===== src/pkg/clock_mode_cfg.svh =====
// Offsets, field positions, reset values and tick fractions
`ifndef CLOCK_MODE_CFG_SVH
`define CLOCK_MODE_CFG_SVH

`define CFG_WORD_MODE_MSB   31
`define CFG_WORD_MODE_LSB   28

`define REG_CLOCK_CTRL      4'h0
`define REG_MODE            4'h4
`define REG_FACTORS         4'h8
`define REG_RATIO           4'hc

`define CLOCK_CTRL_RESET    4'h3

`define MODE_CODE_LSB       0
`define MODE_RANGE_BIT      8
`define MODE_VALID_BIT      9
`define MODE_LOADED_BIT     10

`define FACT_COMM_LSB       0
`define FACT_CORE_LSB       8
`define FACT_PDIV_LSB       16

`define RATIO_LSB           0
`define RATIO_VALID_BIT     8

`define REF_DIV_DEFAULT     140
`define REF_DIV_GRAIN       140
`define REF_DIV_MAX         65535

`define CORE_X2_2P5         5'h05
`define CORE_X2_3P5         5'h07

`define TICK_Q_SECOND_NUM   1
`define TICK_Q_FOURTH_NUM   3
`define TICK_Q_DEN          4
`define TICK_T_SECOND_NUM   3
`define TICK_T_FOURTH_NUM   8
`define TICK_T_DEN          10
`define TICK_F_SECOND_NUM   4
`define TICK_F_FOURTH_NUM   11
`define TICK_F_DEN          14
`define TICK_THIRD_NUM      1
`define TICK_THIRD_DEN      2

`endif


===== src/pkg/clock_mode_pkg.sv =====
// Types shared by the clock mode decoder
package clock_mode_pkg;

  typedef enum logic [1:0] {
    SPACE_QUARTER,
    SPACE_TENTH,
    SPACE_FOURTEENTH
  } tick_spacing_e;

  // Multipliers are held in half steps: value 5 means 2.5
  typedef struct packed {
    logic       valid;
    logic [4:0] comm_x2;
    logic [4:0] core_x2;
    logic [3:0] pci_div;
  } clk_setting_s;

  typedef struct packed {
    logic          loaded;
    logic          range;
    logic [6:0]    code;
    clk_setting_s  cfg;
    logic          reserved;
    tick_spacing_e spacing;
    logic [3:0]    div_field;
    logic          ratio_valid;
    logic [4:0]    ratio_x2;
    logic [15:0]   cnt;
    logic          first;
    logic          second;
    logic          third;
    logic          fourth;
    logic          bus_launch;
    logic          mem_tick;
    logic [31:0]   rdata;
  } state_s;

endpackage


===== src/clock_mode_decode_and_ticks.sv =====
// Clock mode decoder, PCI ratio and memory controller tick generator
`timescale 1ns/10ps
`include "clock_mode_cfg.svh"

// What this block does
// - Mode code is config word bits 28-31 above three config pins.
// - Comm processor multiplier is its clock over bus clock.
// - Core multiplier is applied directly as core PLL factor.
// - Range select picks table: 0 up to 66.7 MHz, 1 up to 50.0.
// - Range 0: processor-to-PCI ratio is division field plus one, halved.
// - Range 1: field 3,5,7,9,B map to ratio 4,6,8,5,6.
// - Range 0 default codes 0000_000 and 0000_001 decode as listed.
// - Range 0 codes 0001_000..011: comm 3, core 5..8, PCI 3.
// - Range 0 codes 0010_000..110: comm 4, core 5..8 div 4, 5..6 div 6.
// - Range 0 codes 0011_000..011: comm 5, core 5..8, PCI 5.
// - Range 0 codes 1101_000..110: comm 2.5 or 2, PCI 5.
// - Range 0 codes 1110_000..100: comm 3, core 3.5..5.5, PCI 6.
// - Range 1 codes 1000_010..110: comm 3, core 3.5..6.5, PCI 8.
// - Range 1 codes 1010_xxx: comm 2, PCI 6 or 8.
// - Bus outputs launch only at reference clock rising edge.
// - Four ticks per reference cycle; memory outputs move on any.
// - First tick at rising edge, third tick at falling edge.
// - Integer ratios: second tick at 1/4, fourth at 3/4.
// - Ratio 2.5: second tick at 3/10, fourth at 8/10.
// - Ratio 3.5: second tick at 4/14, fourth at 11/14.
module clock_mode_decode_and_ticks #(
  parameter int REF_DIV = `REF_DIV_DEFAULT
) (
  input  wire logic        clk_sys,
  input  wire logic        reset_n,
  input  wire logic [31:0] hard_reset_config_word,
  input  wire logic [2:0]  mode_config_pins,
  input  wire logic        pci_range_select,
  input  wire logic [3:0]  addr,
  input  wire logic [31:0] wdata,
  input  wire logic        wr_en,
  input  wire logic        rd_en,
  output logic      [31:0] rdata,
  output logic             first_tick,
  output logic             second_tick,
  output logic             third_tick,
  output logic             fourth_tick,
  output logic             bus_launch,
  output logic             mem_tick,
  output logic      [4:0]  comm_proc_mult_x2,
  output logic      [4:0]  core_mult_x2,
  output logic      [3:0]  pci_div,
  output logic             mode_reserved,
  output logic             config_loaded,
  output logic      [4:0]  pci_ratio_x2,
  output logic             pci_ratio_valid
);

  // Tick positions in system clock cycles within one reference period
  localparam int LAST  = REF_DIV - 1;
  localparam int HALF  = REF_DIV * `TICK_THIRD_NUM / `TICK_THIRD_DEN;
  localparam int Q2    = REF_DIV * `TICK_Q_SECOND_NUM / `TICK_Q_DEN;
  localparam int Q4    = REF_DIV * `TICK_Q_FOURTH_NUM / `TICK_Q_DEN;
  localparam int D2    = REF_DIV * `TICK_T_SECOND_NUM / `TICK_T_DEN;
  localparam int D4    = REF_DIV * `TICK_T_FOURTH_NUM / `TICK_T_DEN;
  localparam int F2    = REF_DIV * `TICK_F_SECOND_NUM / `TICK_F_DEN;
  localparam int F4    = REF_DIV * `TICK_F_FOURTH_NUM / `TICK_F_DEN;

  // Exact fractions need a period that all three denominators divide
  generate
    if (REF_DIV < `REF_DIV_GRAIN || REF_DIV > `REF_DIV_MAX ||
        (REF_DIV % `REF_DIV_GRAIN) != 0) begin : g_bad_div
      $error("REF_DIV must be a multiple of 140 below 65536");
    end
  endgenerate

  clock_mode_pkg::state_s q;
  clock_mode_pkg::state_s next_q;

  function automatic clock_mode_pkg::clk_setting_s decode_mode(
    input logic       range,
    input logic [6:0] code
  );
    clock_mode_pkg::clk_setting_s s;
    logic [2:0] lo;
    logic [4:0] k;
    s  = '0;
    lo = code[2:0];
    k  = {2'b00, lo};
    if (!range) begin
      case (code[6:3])
        4'h0: begin
          if (lo == 3'h0)
            s = '{1'b1, 5'h04, 5'h05, 4'h2};
          else if (lo == 3'h1)
            s = '{1'b1, 5'h04, 5'h06, 4'h2};
        end
        4'h1: begin
          if (!lo[2])
            s = '{1'b1, 5'h06, 5'(5'h0a + (k << 1)), 4'h3};
        end
        // comm 4, PCI 4 or 6
        4'h2: begin
          if (!lo[2])
            s = '{1'b1, 5'h08, 5'(5'h0a + (k << 1)), 4'h4};
          else if (lo != 3'h7)
            s = '{1'b1, 5'h08, 5'(5'h06 + k), 4'h6};
        end
        4'h3: begin
          if (!lo[2])
            s = '{1'b1, 5'h0a, 5'(5'h0a + (k << 1)), 4'h5};
        end
        // comm 2.5 or 2, PCI 5
        4'hd: begin
          if (lo <= 3'h4)
            s = '{1'b1, 5'h05, 5'(5'h06 + k), 4'h5};
          else if (lo == 3'h5)
            s = '{1'b1, 5'h04, 5'h06, 4'h5};
          else if (lo == 3'h6)
            s = '{1'b1, 5'h04, 5'h08, 4'h5};
        end
        4'he: begin
          if (lo <= 3'h4)
            s = '{1'b1, 5'h06, 5'(5'h07 + k), 4'h6};
        end
        default: s = '0;
      endcase
    end else begin
      case (code[6:3])
        4'h8: begin
          if (lo >= 3'h2 && lo <= 3'h6)
            s = '{1'b1, 5'h06,
                  5'(k + ((lo >= 3'h5) ? 5'h07 : 5'h05)), 4'h8};
        end
        // comm 2, PCI 6 or 8
        4'ha: begin
          if (lo <= 3'h4)
            s = '{1'b1, 5'h04, 5'(5'h04 + k), 4'h6};
          else
            s = '{1'b1, 5'h04, k, 4'h8};
        end
        default: s = '0;
      endcase
    end
    return s;
  endfunction

  function automatic logic [5:0] pci_ratio(
    input logic       range,
    input logic [3:0] field
  );
    logic [5:0] r;
    r = '0;
    if (!range) begin
      // ratio = (field + 1) / 2, held in half steps
      r = {1'b1, 5'({1'b0, field} + 5'h01)};
    end else begin
      case (field)
        4'h3:    r = {1'b1, 5'h08};
        4'h5:    r = {1'b1, 5'h0c};
        4'h7:    r = {1'b1, 5'h10};
        4'h9:    r = {1'b1, 5'h0a};
        4'hb:    r = {1'b1, 5'h0c};
        default: r = '0;
      endcase
    end
    return r;
  endfunction

  function automatic logic [31:0] read_mux(
    input clock_mode_pkg::state_s s,
    input logic [3:0]             a
  );
    logic [31:0] v;
    v = '0;
    case (a)
      `REG_CLOCK_CTRL: v[3:0] = s.div_field;
      `REG_MODE: begin
        v[`MODE_CODE_LSB +: 7]  = s.code;
        v[`MODE_RANGE_BIT]      = s.range;
        v[`MODE_VALID_BIT]      = s.cfg.valid;
        v[`MODE_LOADED_BIT]     = s.loaded;
      end
      `REG_FACTORS: begin
        v[`FACT_COMM_LSB +: 5]  = s.cfg.comm_x2;
        v[`FACT_CORE_LSB +: 5]  = s.cfg.core_x2;
        v[`FACT_PDIV_LSB +: 4]  = s.cfg.pci_div;
      end
      `REG_RATIO: begin
        v[`RATIO_LSB +: 5]      = s.ratio_x2;
        v[`RATIO_VALID_BIT]     = s.ratio_valid;
      end
      default: v = '0;
    endcase
    return v;
  endfunction

  always_comb begin
    logic [5:0] rat;
    rat    = '0;
    next_q = q;

    // capture once after hard reset, frozen afterwards
    if (!q.loaded) begin
      next_q.loaded = 1'b1;
      // upper nibble from config word, low bits from pins
      next_q.code   = {hard_reset_config_word[`CFG_WORD_MODE_MSB:
                                              `CFG_WORD_MODE_LSB],
                       mode_config_pins};
      // range select chooses the decode table
      next_q.range  = pci_range_select;
      next_q.cfg    = decode_mode(pci_range_select, next_q.code);
      // reserved codes give zero factors and a flag
      next_q.reserved = ~next_q.cfg.valid;
      // core ratios 2.5 and 3.5 stretch the tick spacing
      if (next_q.cfg.core_x2 == `CORE_X2_2P5)
        next_q.spacing = clock_mode_pkg::SPACE_TENTH;
      else if (next_q.cfg.core_x2 == `CORE_X2_3P5)
        next_q.spacing = clock_mode_pkg::SPACE_FOURTEENTH;
      else
        next_q.spacing = clock_mode_pkg::SPACE_QUARTER;
    end

    // Division field write steers the ratio
    if (wr_en && addr == `REG_CLOCK_CTRL)
      next_q.div_field = wdata[3:0];

    rat                = pci_ratio(q.range, q.div_field);
    next_q.ratio_valid = rat[5];
    next_q.ratio_x2    = rat[4:0];

    // Read data stands only in the cycle after the strobe
    next_q.rdata = rd_en ? read_mux(q, addr) : '0;

    // one reference period, four ticks inside it
    next_q.cnt = (q.cnt == 16'(LAST)) ? '0 : 16'(q.cnt + 16'h0001);
    // first at rising edge, third at falling edge
    next_q.first = (next_q.cnt == '0);
    next_q.third = (next_q.cnt == 16'(HALF));
    case (q.spacing)
      clock_mode_pkg::SPACE_TENTH: begin
        next_q.second = (next_q.cnt == 16'(D2));
        next_q.fourth = (next_q.cnt == 16'(D4));
      end
      clock_mode_pkg::SPACE_FOURTEENTH: begin
        next_q.second = (next_q.cnt == 16'(F2));
        next_q.fourth = (next_q.cnt == 16'(F4));
      end
      default: begin
        next_q.second = (next_q.cnt == 16'(Q2));
        next_q.fourth = (next_q.cnt == 16'(Q4));
      end
    endcase
    // bus launch only with the rising edge
    next_q.bus_launch = next_q.first;
    // memory controller strobe on any tick
    next_q.mem_tick = next_q.first | next_q.second |
                      next_q.third | next_q.fourth;
  end

  always_ff @(posedge clk_sys) begin
    if (!reset_n) begin
      q         <= '0;
      q.div_field <= `CLOCK_CTRL_RESET;
      q.spacing <= clock_mode_pkg::SPACE_QUARTER;
      q.cnt     <= 16'(LAST);
    end else begin
      q <= next_q;
    end
  end

  assign comm_proc_mult_x2 = q.cfg.comm_x2;
  assign core_mult_x2      = q.cfg.core_x2;
  assign pci_div           = q.cfg.pci_div;
  assign mode_reserved     = q.reserved;
  assign config_loaded     = q.loaded;
  assign pci_ratio_x2      = q.ratio_x2;
  assign pci_ratio_valid   = q.ratio_valid;
  assign first_tick        = q.first;
  assign second_tick       = q.second;
  assign third_tick        = q.third;
  assign fourth_tick       = q.fourth;
  assign bus_launch        = q.bus_launch;
  assign mem_tick          = q.mem_tick;
  assign rdata             = q.rdata;

  // Local copies keep every delay a plain int of this module
  localparam int PERIOD = REF_DIV;
  localparam int HALF_D = HALF;
  localparam int TQ2    = Q2;
  localparam int TQ4    = Q4;
  localparam int TT2    = D2;
  localparam int TT4    = D4;
  localparam int TF2    = F2;
  localparam int TF4    = F4;
endmodule


===== config.mk =====
export PLATFORM = sky130hd
export DESIGN_NAME = clock_mode_decode_and_ticks
export DESIGN_NICKNAME = d
export VERILOG_FILES = /design/src/pkg/clock_mode_pkg.sv /design/src/clock_mode_decode_and_ticks.sv
export VERILOG_INCLUDE_DIRS = /design/src /design/src/pkg
export SDC_FILE = /design/constraint.sdc
export NUM_CORES = 1
export LEC_CHECK = 0
export BUFFER_PORTS_ARGS = -buffer_cell sky130_fd_sc_hd__buf_4
export CAP_MARGIN = 30
export CORE_MARGIN = 8
export CORE_UTILIZATION = 56
export CTS_CLUSTER_DIAMETER = 40
export DETAILED_ROUTE_END_ITERATION = 8
export GPL_TIMING_DRIVEN = 0
export PLACE_DENSITY = 0.86
export SYNTH_ARGS = -nofsm -noshare
export SYNTH_HDL_FRONTEND = slang
export SYNTH_SLANG_ARGS = --single-unit
export TNS_END_PERCENT = 30

===== constraint.sdc =====
create_clock -name clk_sys -period 5.7 [get_ports clk_sys]
set_clock_uncertainty 0.15 [all_clocks]
set_input_delay 1.14 -clock clk_sys [delete_from_list [all_inputs] [get_ports clk_sys]]
set_output_delay 1.14 -clock clk_sys [all_outputs]
set_load 0.01 [all_outputs]

==> metrics.cfg, run 1 <==
[die]
die_h_microns=104
num_rows=32
core_sq_um=7610
die_width_microns=104
die_area_sq_um=10800
pin_count=136
start_util=0.571

[logic_synthesis]
post-synth-top-count-cell=dfxtp_1
synth-edff-count=0
synth_top_area_share=0.337
ys_ff_latch=73
synthTopCellsByArea=dfxtp_1 (34%), buf_4 (9.0%), ha_1 (5.2%)
synth_area_sq_um=4340
async_flop_share=0
synth_largest_area_cell=dfxtp_1
syn-instance-count=510
ys_warn_count=0
synth_commonest_cells=dfxtp_1 (73), nor2_1 (53), buf_4 (52)
synth-main-ff-cell=dfxtp_1
ys_seq_area_frac=0.337
yosysUniqueCellTypes=73
syn_avg_cell_area_sq_um=8.52

[drt]
final_antenna_net_count=0
firstDrtPassIters=5
wl_met3_microns=692
route.vias.total=3987
initialDrtViolationCount=255
drc=0
wirelength_met1_mm=4.81
highest_layer=met4
vias_per_cell=5.66
met2_length_mm=6.06
wire_per_inst_microns=17.0
routed_wl_mm=12.0

[clocking]
clkSlewWorstSetupHoldPaths_ns=0.09
cts_tree=yes
cts_resized=0
cts_setup_buffers=0
clock-sinks=73
cts_root_buf=clkbuf_8
hold_buffers=0
clkLatencyLatePin_ns=0.36
numCtsBuffers=9
htreeDepth=3
cts.path.max_buffers=2

[worst_setup_path]
reg2regPathDepth=6
worstPathCellList=buf_4 -> inv_1 -> ha_1 -> a221o_1 -> ha_1 -> a211o_1 -> nand3_1 -> o2111ai_1 -> or2_2 -> o31ai_2
cp.required_ns=5.81
crit_fanout=11
cpMostUsedCell=ha_1
slowest_stage=or2_2
critPathArrivalTime_ns=3.55
path_class=in -> reg
end_kind=flop
start_kind=input pin
crit_path_max_incr_delay_ns=0.36

[sta]
slew_headroom=0.547
min_period_over_period=0.604
min_period_ns=3.44
drv_slew=0
setup_violations=0
hold-worst-slack_ns=0.334
hold_violations=0
fin_setup_tns_ns=0
tightest_slew_ns=0.680
max_freq_mhz=290
rsz0062_at_grt=false

[power_and_ir_drop]
ir_drop_uv=168
power_uw=1400
powerDensity_nw_per_um2=268
leakage_uw=0.00226

[global_routing]
grt_pass1_wl_mm=19.5
grt_overflow=0
grt_pass1_vias=3974
grt_max_degree=15
grt_usage=0.219
antenna_found_initial=0

[place]
place.gp.congestion=0.913
dp_hpwl_mm=9.04
portBuffers=60
placed_area_sq_um=4980

[finish]
antenna_cells=0
syn_to_final_growth_pct=20.4
fillers=640
layout.nets=692
drive_above_1_share=0.266
utilization=0.688
postLayoutCellArea_sq_um=5230

[worst_hold_path]
min_path_cells=1
worstHoldPathType=reg -> reg

[run_status]
outcome=completed

[flow_run]
maxCapViolations=0

==> cell usage in the layout (no fill, tap or decap), types with 13 or more instances in the layout <==
cell type    n
buf_4      112
clkbuf_1    15
dfxtp_1     73
nor2_1      53
mux2i_1     14
inv_1       16
nand2_1     26
nand3_1     19
a21oi_1     29
conb_1      17
buf_2       13
ha_1        18
o21ai_0     17
==> registers in the layout, indices dropped and copies added (netlist names) <==
signal,count
q,31
mem_tick,1
mode_reserved,1
comm_proc_mult_x2,4
bus_launch,1
core_mult_x2,5
rdata,16
third_tick,1
pci_div,4
config_loaded,1
pci_ratio_x2,5
fourth_tick,1
second_tick,1
pci_ratio_valid,1
==> critical path: cells and delay by family <==
family | cells | cell delay, ns
buffers and inverters | 2 | 0.35
adder cells (fa/ha/maj) | 2 | 0.60
AND/OR/NAND/NOR | 2 | 0.45
AO/OA/AOI/OAI | 4 | 1.02
==> power breakdown <==
part / internal (uW) / total (uW) / switching (uW)
combinational: 133 / 334 / 200
sequential: 537 / 560 / 22.8
clock: 295 / 509 / 213
==> final timing paths <==
check / endpoint / slack, ns / from
setup / recovery: q[65] / 2.26 / mode_config_pins[1]
hold / removal: rdata[5] / 0.33 / q[87]
setup reg to reg: mem_tick / 3.09 / q[38]
hold reg to reg: rdata[5] / 0.33 / q[87]
==> metrics by stage <==
stage,std cells,worst slack (ns)
floorplan,526,2.43
global placement,688,1.97
detailed placement,688,1.94
CTS,704,2.29
global route,704,2.10
finish,704,2.26
==> cell type report <==
cell class | instances | area [sq um] | area share
Tap cell | 102 | 128 | 0.0244
Buffer | 83 | 531 | 0.101
Inverter | 17 | 63.8 | 0.0122
Sequential cell | 73 | 1460 | 0.279
Clock inverter | 7 | 125 | 0.0239
Clock buffer | 9 | 124 | 0.0237
Multi-Input combinational cell | 353 | 2350 | 0.449
Timing Repair Buffer | 60 | 450 | 0.0861
==> routing by layer <==
metal / vias up / track usage
met3: 38 / 0.0471
met4: 0 / 0.117
met2: 166 / 0.396
li1: 1908 / -
met5: - / 0
met1: 1875 / 0.234
==> cell families after synthesis <==
kind of cell / share of synthesized area
AND/OR/NAND/NOR: 0.217
AO/OA/AOI/OAI: 0.157
XOR/XNOR: 0.0403
buffers and inverters: 0.137
adder cells (fa/ha/maj): 0.0565
multiplexers: 0.0556
flip-flops: 0.337
other: 0.000863
(Power assumes the default switching activity.)
==> run 2, diff against run 1 <==
CORE_UTILIZATION = 52   (was 56)
PLACE_DENSITY = 0.81   (was 0.86)
clock period = 3.5 ns   (was 5.7 ns; I/O delays follow)
==> metrics.cfg, run 2 (synthesis gave the netlist of run 1 again) <==
[worst_setup_path]
worstPathCellList=buf_4 -> inv_1 -> ha_1 -> a221o_1 -> ha_1 -> a211o_1 -> nand3_1 -> o2111ai_1 -> or2_2 -> o31ai_2
end_kind=flop
crit_fanout=11
critPathArrivalTime_ns=3.07
crit_family=compound AO/OA/AOI/OAI gates
crit-reg2reg-capture=mem_tick
cp.required_ns=3.62
reg2reg_slack_ns=0.89
crit_path_max_incr_delay_ns=0.37
path_class=in -> reg
start_kind=input pin
reg2regPathDepth=6
slowest_stage=a221o_1
critPathBufInv=2
cpMostUsedCell=ha_1
reg2reg_from=q[38]

[sta]
setup_violations=0
hold_violations=0
fin_setup_tns_ns=0
slew_headroom=0.572
min_period_ns=2.95
drv_slew=0
min_period_over_period=0.843
tightest_slew_ns=0.642
hold-worst-slack_ns=0.333
rsz0062_at_grt=false
max_freq_mhz=339

[finish]
final_cells=707
drive_above_1_share=0.264
antenna_cells=0
multiInputGateArea_sq_um=2350
layout.nets=692
largest_reg_flops=31
layout_common_cells=buf_4 (112), dfxtp_1 (73), nor2_1 (53), a21oi_1 (29), nand2_1 (26)
final_common_cell=buf_4
syn_to_final_growth_pct=19.3
regArea_sq_um=1460
fillers=724
top_register=q

[drt]
firstDrtPassIters=5
vias_per_cell=5.45
route.vias.total=3850
wire_per_inst_microns=16.2
met2_length_mm=5.91
wl_met3_microns=676
highest_layer=met4
final_antenna_net_count=0
wirelength_met1_mm=4.66
drc=0
initialDrtViolationCount=273
routed_wl_mm=11.4

[worst_hold_path]
worstHoldPathType=reg -> reg
min_path_cells=1
hold_end=rdata[6]
hp-start=q[88]

[global_routing]
grt_usage=0.198
grt_pass1_wl_mm=18.7
grt_max_degree=14
grt_pass1_vias=3887
antenna_found_initial=0
grt_overflow=0

[place]
placed_cells=691
place.gp.congestion=0.933
dp_hpwl_mm=8.77
portBuffers=60

[die]
die_area_sq_um=11500
die_h_microns=107
die_width_microns=107
num_rows=33
pin_count=136
start_util=0.531
core_sq_um=8180

[power_and_ir_drop]
clkPwrFrac=0.312
ir_drop_uv=222
p_switching_uw=693
seqPwrFrac=0.431
netSwitchingFraction=0.328
leakage_uw=0.00222
p_comb_frac=0.257
intPower_uw=1420
powerDensity_nw_per_um2=408
power_uw=2110

[clocking]
clkSlewWorstSetupHoldPaths_ns=0.08
clkLatencyLatePin_ns=0.35
cts_root_buf=clkbuf_8
numCtsBuffers=9
clock-sinks=73
hold_buffers=0
cts_tree=yes
htreeDepth=3
cts.path.max_buffers=2
cts_resized=0
cts_setup_buffers=0

[flow_run]
maxCapViolations=0

[run_status]
outcome=completed

## run 2: cell count changes in the layout (fill, tap and decap cells not counted), sizes merged
cell / before / now
bufinv: 3 / 1
inv: 19 / 17
clkbuf: 24 / 25
clkinv: 2 / 1
clkinvlp: 0 / 4
## run 2: layer usage
metal / vias up / track usage
met3: 18 / 0.0419
li1: 1892 / -
met1: 1793 / 0.223
met5: - / 0
met4: 0 / 0.0634
met2: 147 / 0.363
## run 2: through the flow
step	worst slack, ns	cell area [sq um]	utilization
2_1_floorplan	0.673	4400	-
3_3_place_gp	0.257	4980	0.610
3_5_place_dp	0.202	4980	0.610
4_1_cts	0.577	5180	0.634
5_1_grt	0.464	5180	0.634
6_report	0.548	5180	0.634
## run 2: layout make-up
type                       count  area share
clock inverter                 6      0.0133
tap                          105      0.0254
sequential                    73       0.282
inverter                      17      0.0123
timing repair buffer          60      0.0869
clock buffer                  10      0.0246
multi-input combinational    353       0.453
buffer                        83       0.102
## run 2: how the worst max path moves through the flow
stage / from / slack (ns) / to / depth (start not counted)
4_1_cts: mode_config_pins[1] / 0.58 / q[64] / 10
6_report: mode_config_pins[1] / 0.55 / q[65] / 10
5_1_grt: mode_config_pins[1] / 0.46 / q[64] / 10
2_1_floorplan: mode_config_pins[1] / 0.67 / q[64] / 9
3_3_place_gp: mode_config_pins[1] / 0.26 / q[64] / 10
3_5_place_dp: mode_config_pins[1] / 0.20 / q[64] / 10
## run 2: power by group through the flow
stage	clock network, uW	logic (uW)	registers [uW]
after global placement	0	513	929
final	659	543	912
after global routing	699	592	918
after CTS	668	534	912
after floorplan	0	382	923
after detailed placement	0	528	930
## run 2: worst reg2reg max path, delay by kind of cell (launching register included)
kind	cells	cell delay (ns)
and+or+nand+nor	3	1.20
adders and majority gates	1	0.38
AOI/OAI and AO/OA	2	0.30
DFF	1	0.52
==> run 3, diff against run 2 <==
clock period = 2.72 ns   (was 3.5 ns; I/O delays follow)
==> metrics.cfg, run 3 (synthesis gave the netlist of run 1 again) <==
[drt]
vias_per_cell=5.47
route.vias.total=3879
wire_per_inst_microns=16.2
firstDrtPassIters=5
routed_wl_mm=11.5
drc=0
final_antenna_net_count=0
initialDrtViolationCount=282

[global_routing]
grt_pass1_wl_mm=18.7
antenna_found_initial=0
grt_usage=0.199
grt_max_degree=14
grt_pass1_vias=3901
grt_overflow=0

[finish]
syn_to_final_growth_pct=20.0
postLayoutCellArea_sq_um=5210
layout.nets=694
drive_above_1_share=0.272
top_register=q
final_common_cell=buf_4
antenna_cells=0
layout_common_cells=buf_4 (113), dfxtp_1 (72), nor2_1 (53), a21oi_1 (29), nand2_1 (26)
largest_reg_flops=31

[clocking]
cts_root_buf=clkbuf_8
cts.path.max_buffers=2
htreeDepth=3
clkSlewWorstSetupHoldPaths_ns=0.08
hold_buffers=0
clkLatencyLatePin_ns=0.35
numCtsBuffers=9
clock-sinks=73
cts_tree=yes

[worst_setup_path]
crit_fanout=11
cpMostUsedCell=ha_1
worstPathCellList=buf_6 -> clkinvlp_4 -> ha_1 -> a221o_1 -> ha_1 -> a211o_1 -> nand3_1 -> o2111ai_1 -> or2_4 -> o31ai_2
critPathArrivalTime_ns=2.75
slowest_stage=a221o_1
end_kind=flop
cp.required_ns=2.84
start_kind=input pin
path_class=in -> reg
crit_path_max_incr_delay_ns=0.37

[power_and_ir_drop]
leakage_uw=0.00223
ir_drop_uv=292
powerDensity_nw_per_um2=523

[die]
start_util=0.531
die_area_sq_um=11500
die_h_microns=107
pin_count=136
num_rows=33
core_sq_um=8180
die_width_microns=107

[sta]
min_period_over_period=0.967
max_freq_mhz=380
drv_slew=0
min_period_ns=2.63
setup_violations=0
rsz0062_at_grt=false
slew_headroom=0.566
tightest_slew_ns=0.651
hold_violations=0
hold-worst-slack_ns=0.212

[place]
placed_area_sq_um=4980
place.gp.congestion=0.933
portBuffers=60
dp_hpwl_mm=8.77

[flow_run]
maxCapViolations=0

[run_status]
outcome=completed

[worst_hold_path]
worstHoldPathType=in -> reg

==> run 3: worst paths after layout <==
| check | startpoint | to | slack [ns] | depth (start not counted) |
|---|---|---|---|---|
| max | mode_config_pins[1] | q[65] | 0.09 | 10 |
| min | reset_n | config_loaded | 0.21 | 1 |
| max reg2reg | q[39] | mem_tick | 0.23 | 6 |
| min reg2reg | q[88] | rdata[6] | 0.33 | 1 |
==> run 3: layout make-up <==
type / count / area [sq um]
Fill cell: 724 / 2970
Multi-Input combinational cell: 353 / 2350
Sequential cell: 73 / 1460
Buffer: 83 / 531
Timing Repair Buffer: 62 / 469
Tap cell: 105 / 131
Clock buffer: 10 / 128
Clock inverter: 6 / 68.8
Inverter: 17 / 67.6
==> run 3: worst max-delay path: cells and delay by family <==
family | cells | cell delay [ns]
AOI/OAI and AO/OA | 4 | 1.01
adders and majority gates | 2 | 0.52
and+or+nand+nor | 2 | 0.38
buffers and inverters | 2 | 0.29
==> run 3: per-stage QoR <==
step / total power [uW] / TNS (ns) / cells / setup slack, ns / util
after floorplan: 1680 / 0 / 526 / 0.0490 / -
after global placement: 1860 / -0.901 / 691 / -0.367 / 0.610
after detailed placement: 1880 / -1.05 / 691 / -0.422 / 0.610
after CTS: 2720 / 0 / 709 / 0.00447 / 0.636
after global routing: 2850 / 0 / 709 / 0.0294 / 0.637
final: 2730 / 0 / 709 / 0.0896 / 0.637
==> run 3: report_power, final <==
group	total (uW)	leakage, uW	internal [uW]	switching [uW]
Combinational	703	0.00155	284	419
Clock	847	0.0000847	425	422
Sequential	1180	0.000594	1130	50.3
==> run 3: routing by layer <==
layer	track usage	routed length [microns]	part of all wire	vias up
li1	-	-	-	1893
met3	0.0431	679	0.059	28
met1	0.222	4670	0.41	1805
met2	0.365	5910	0.51	153
met5	0	0	0	-
met4	0.0634	218	0.019	0
==> run 3: timing repair <==
item | CTS | global route
resized for setup | 1 | 4
hold endpoints to repair | 0 | 0
setup endpoints to repair | 2 | 3
buffers inserted | 2 | 0
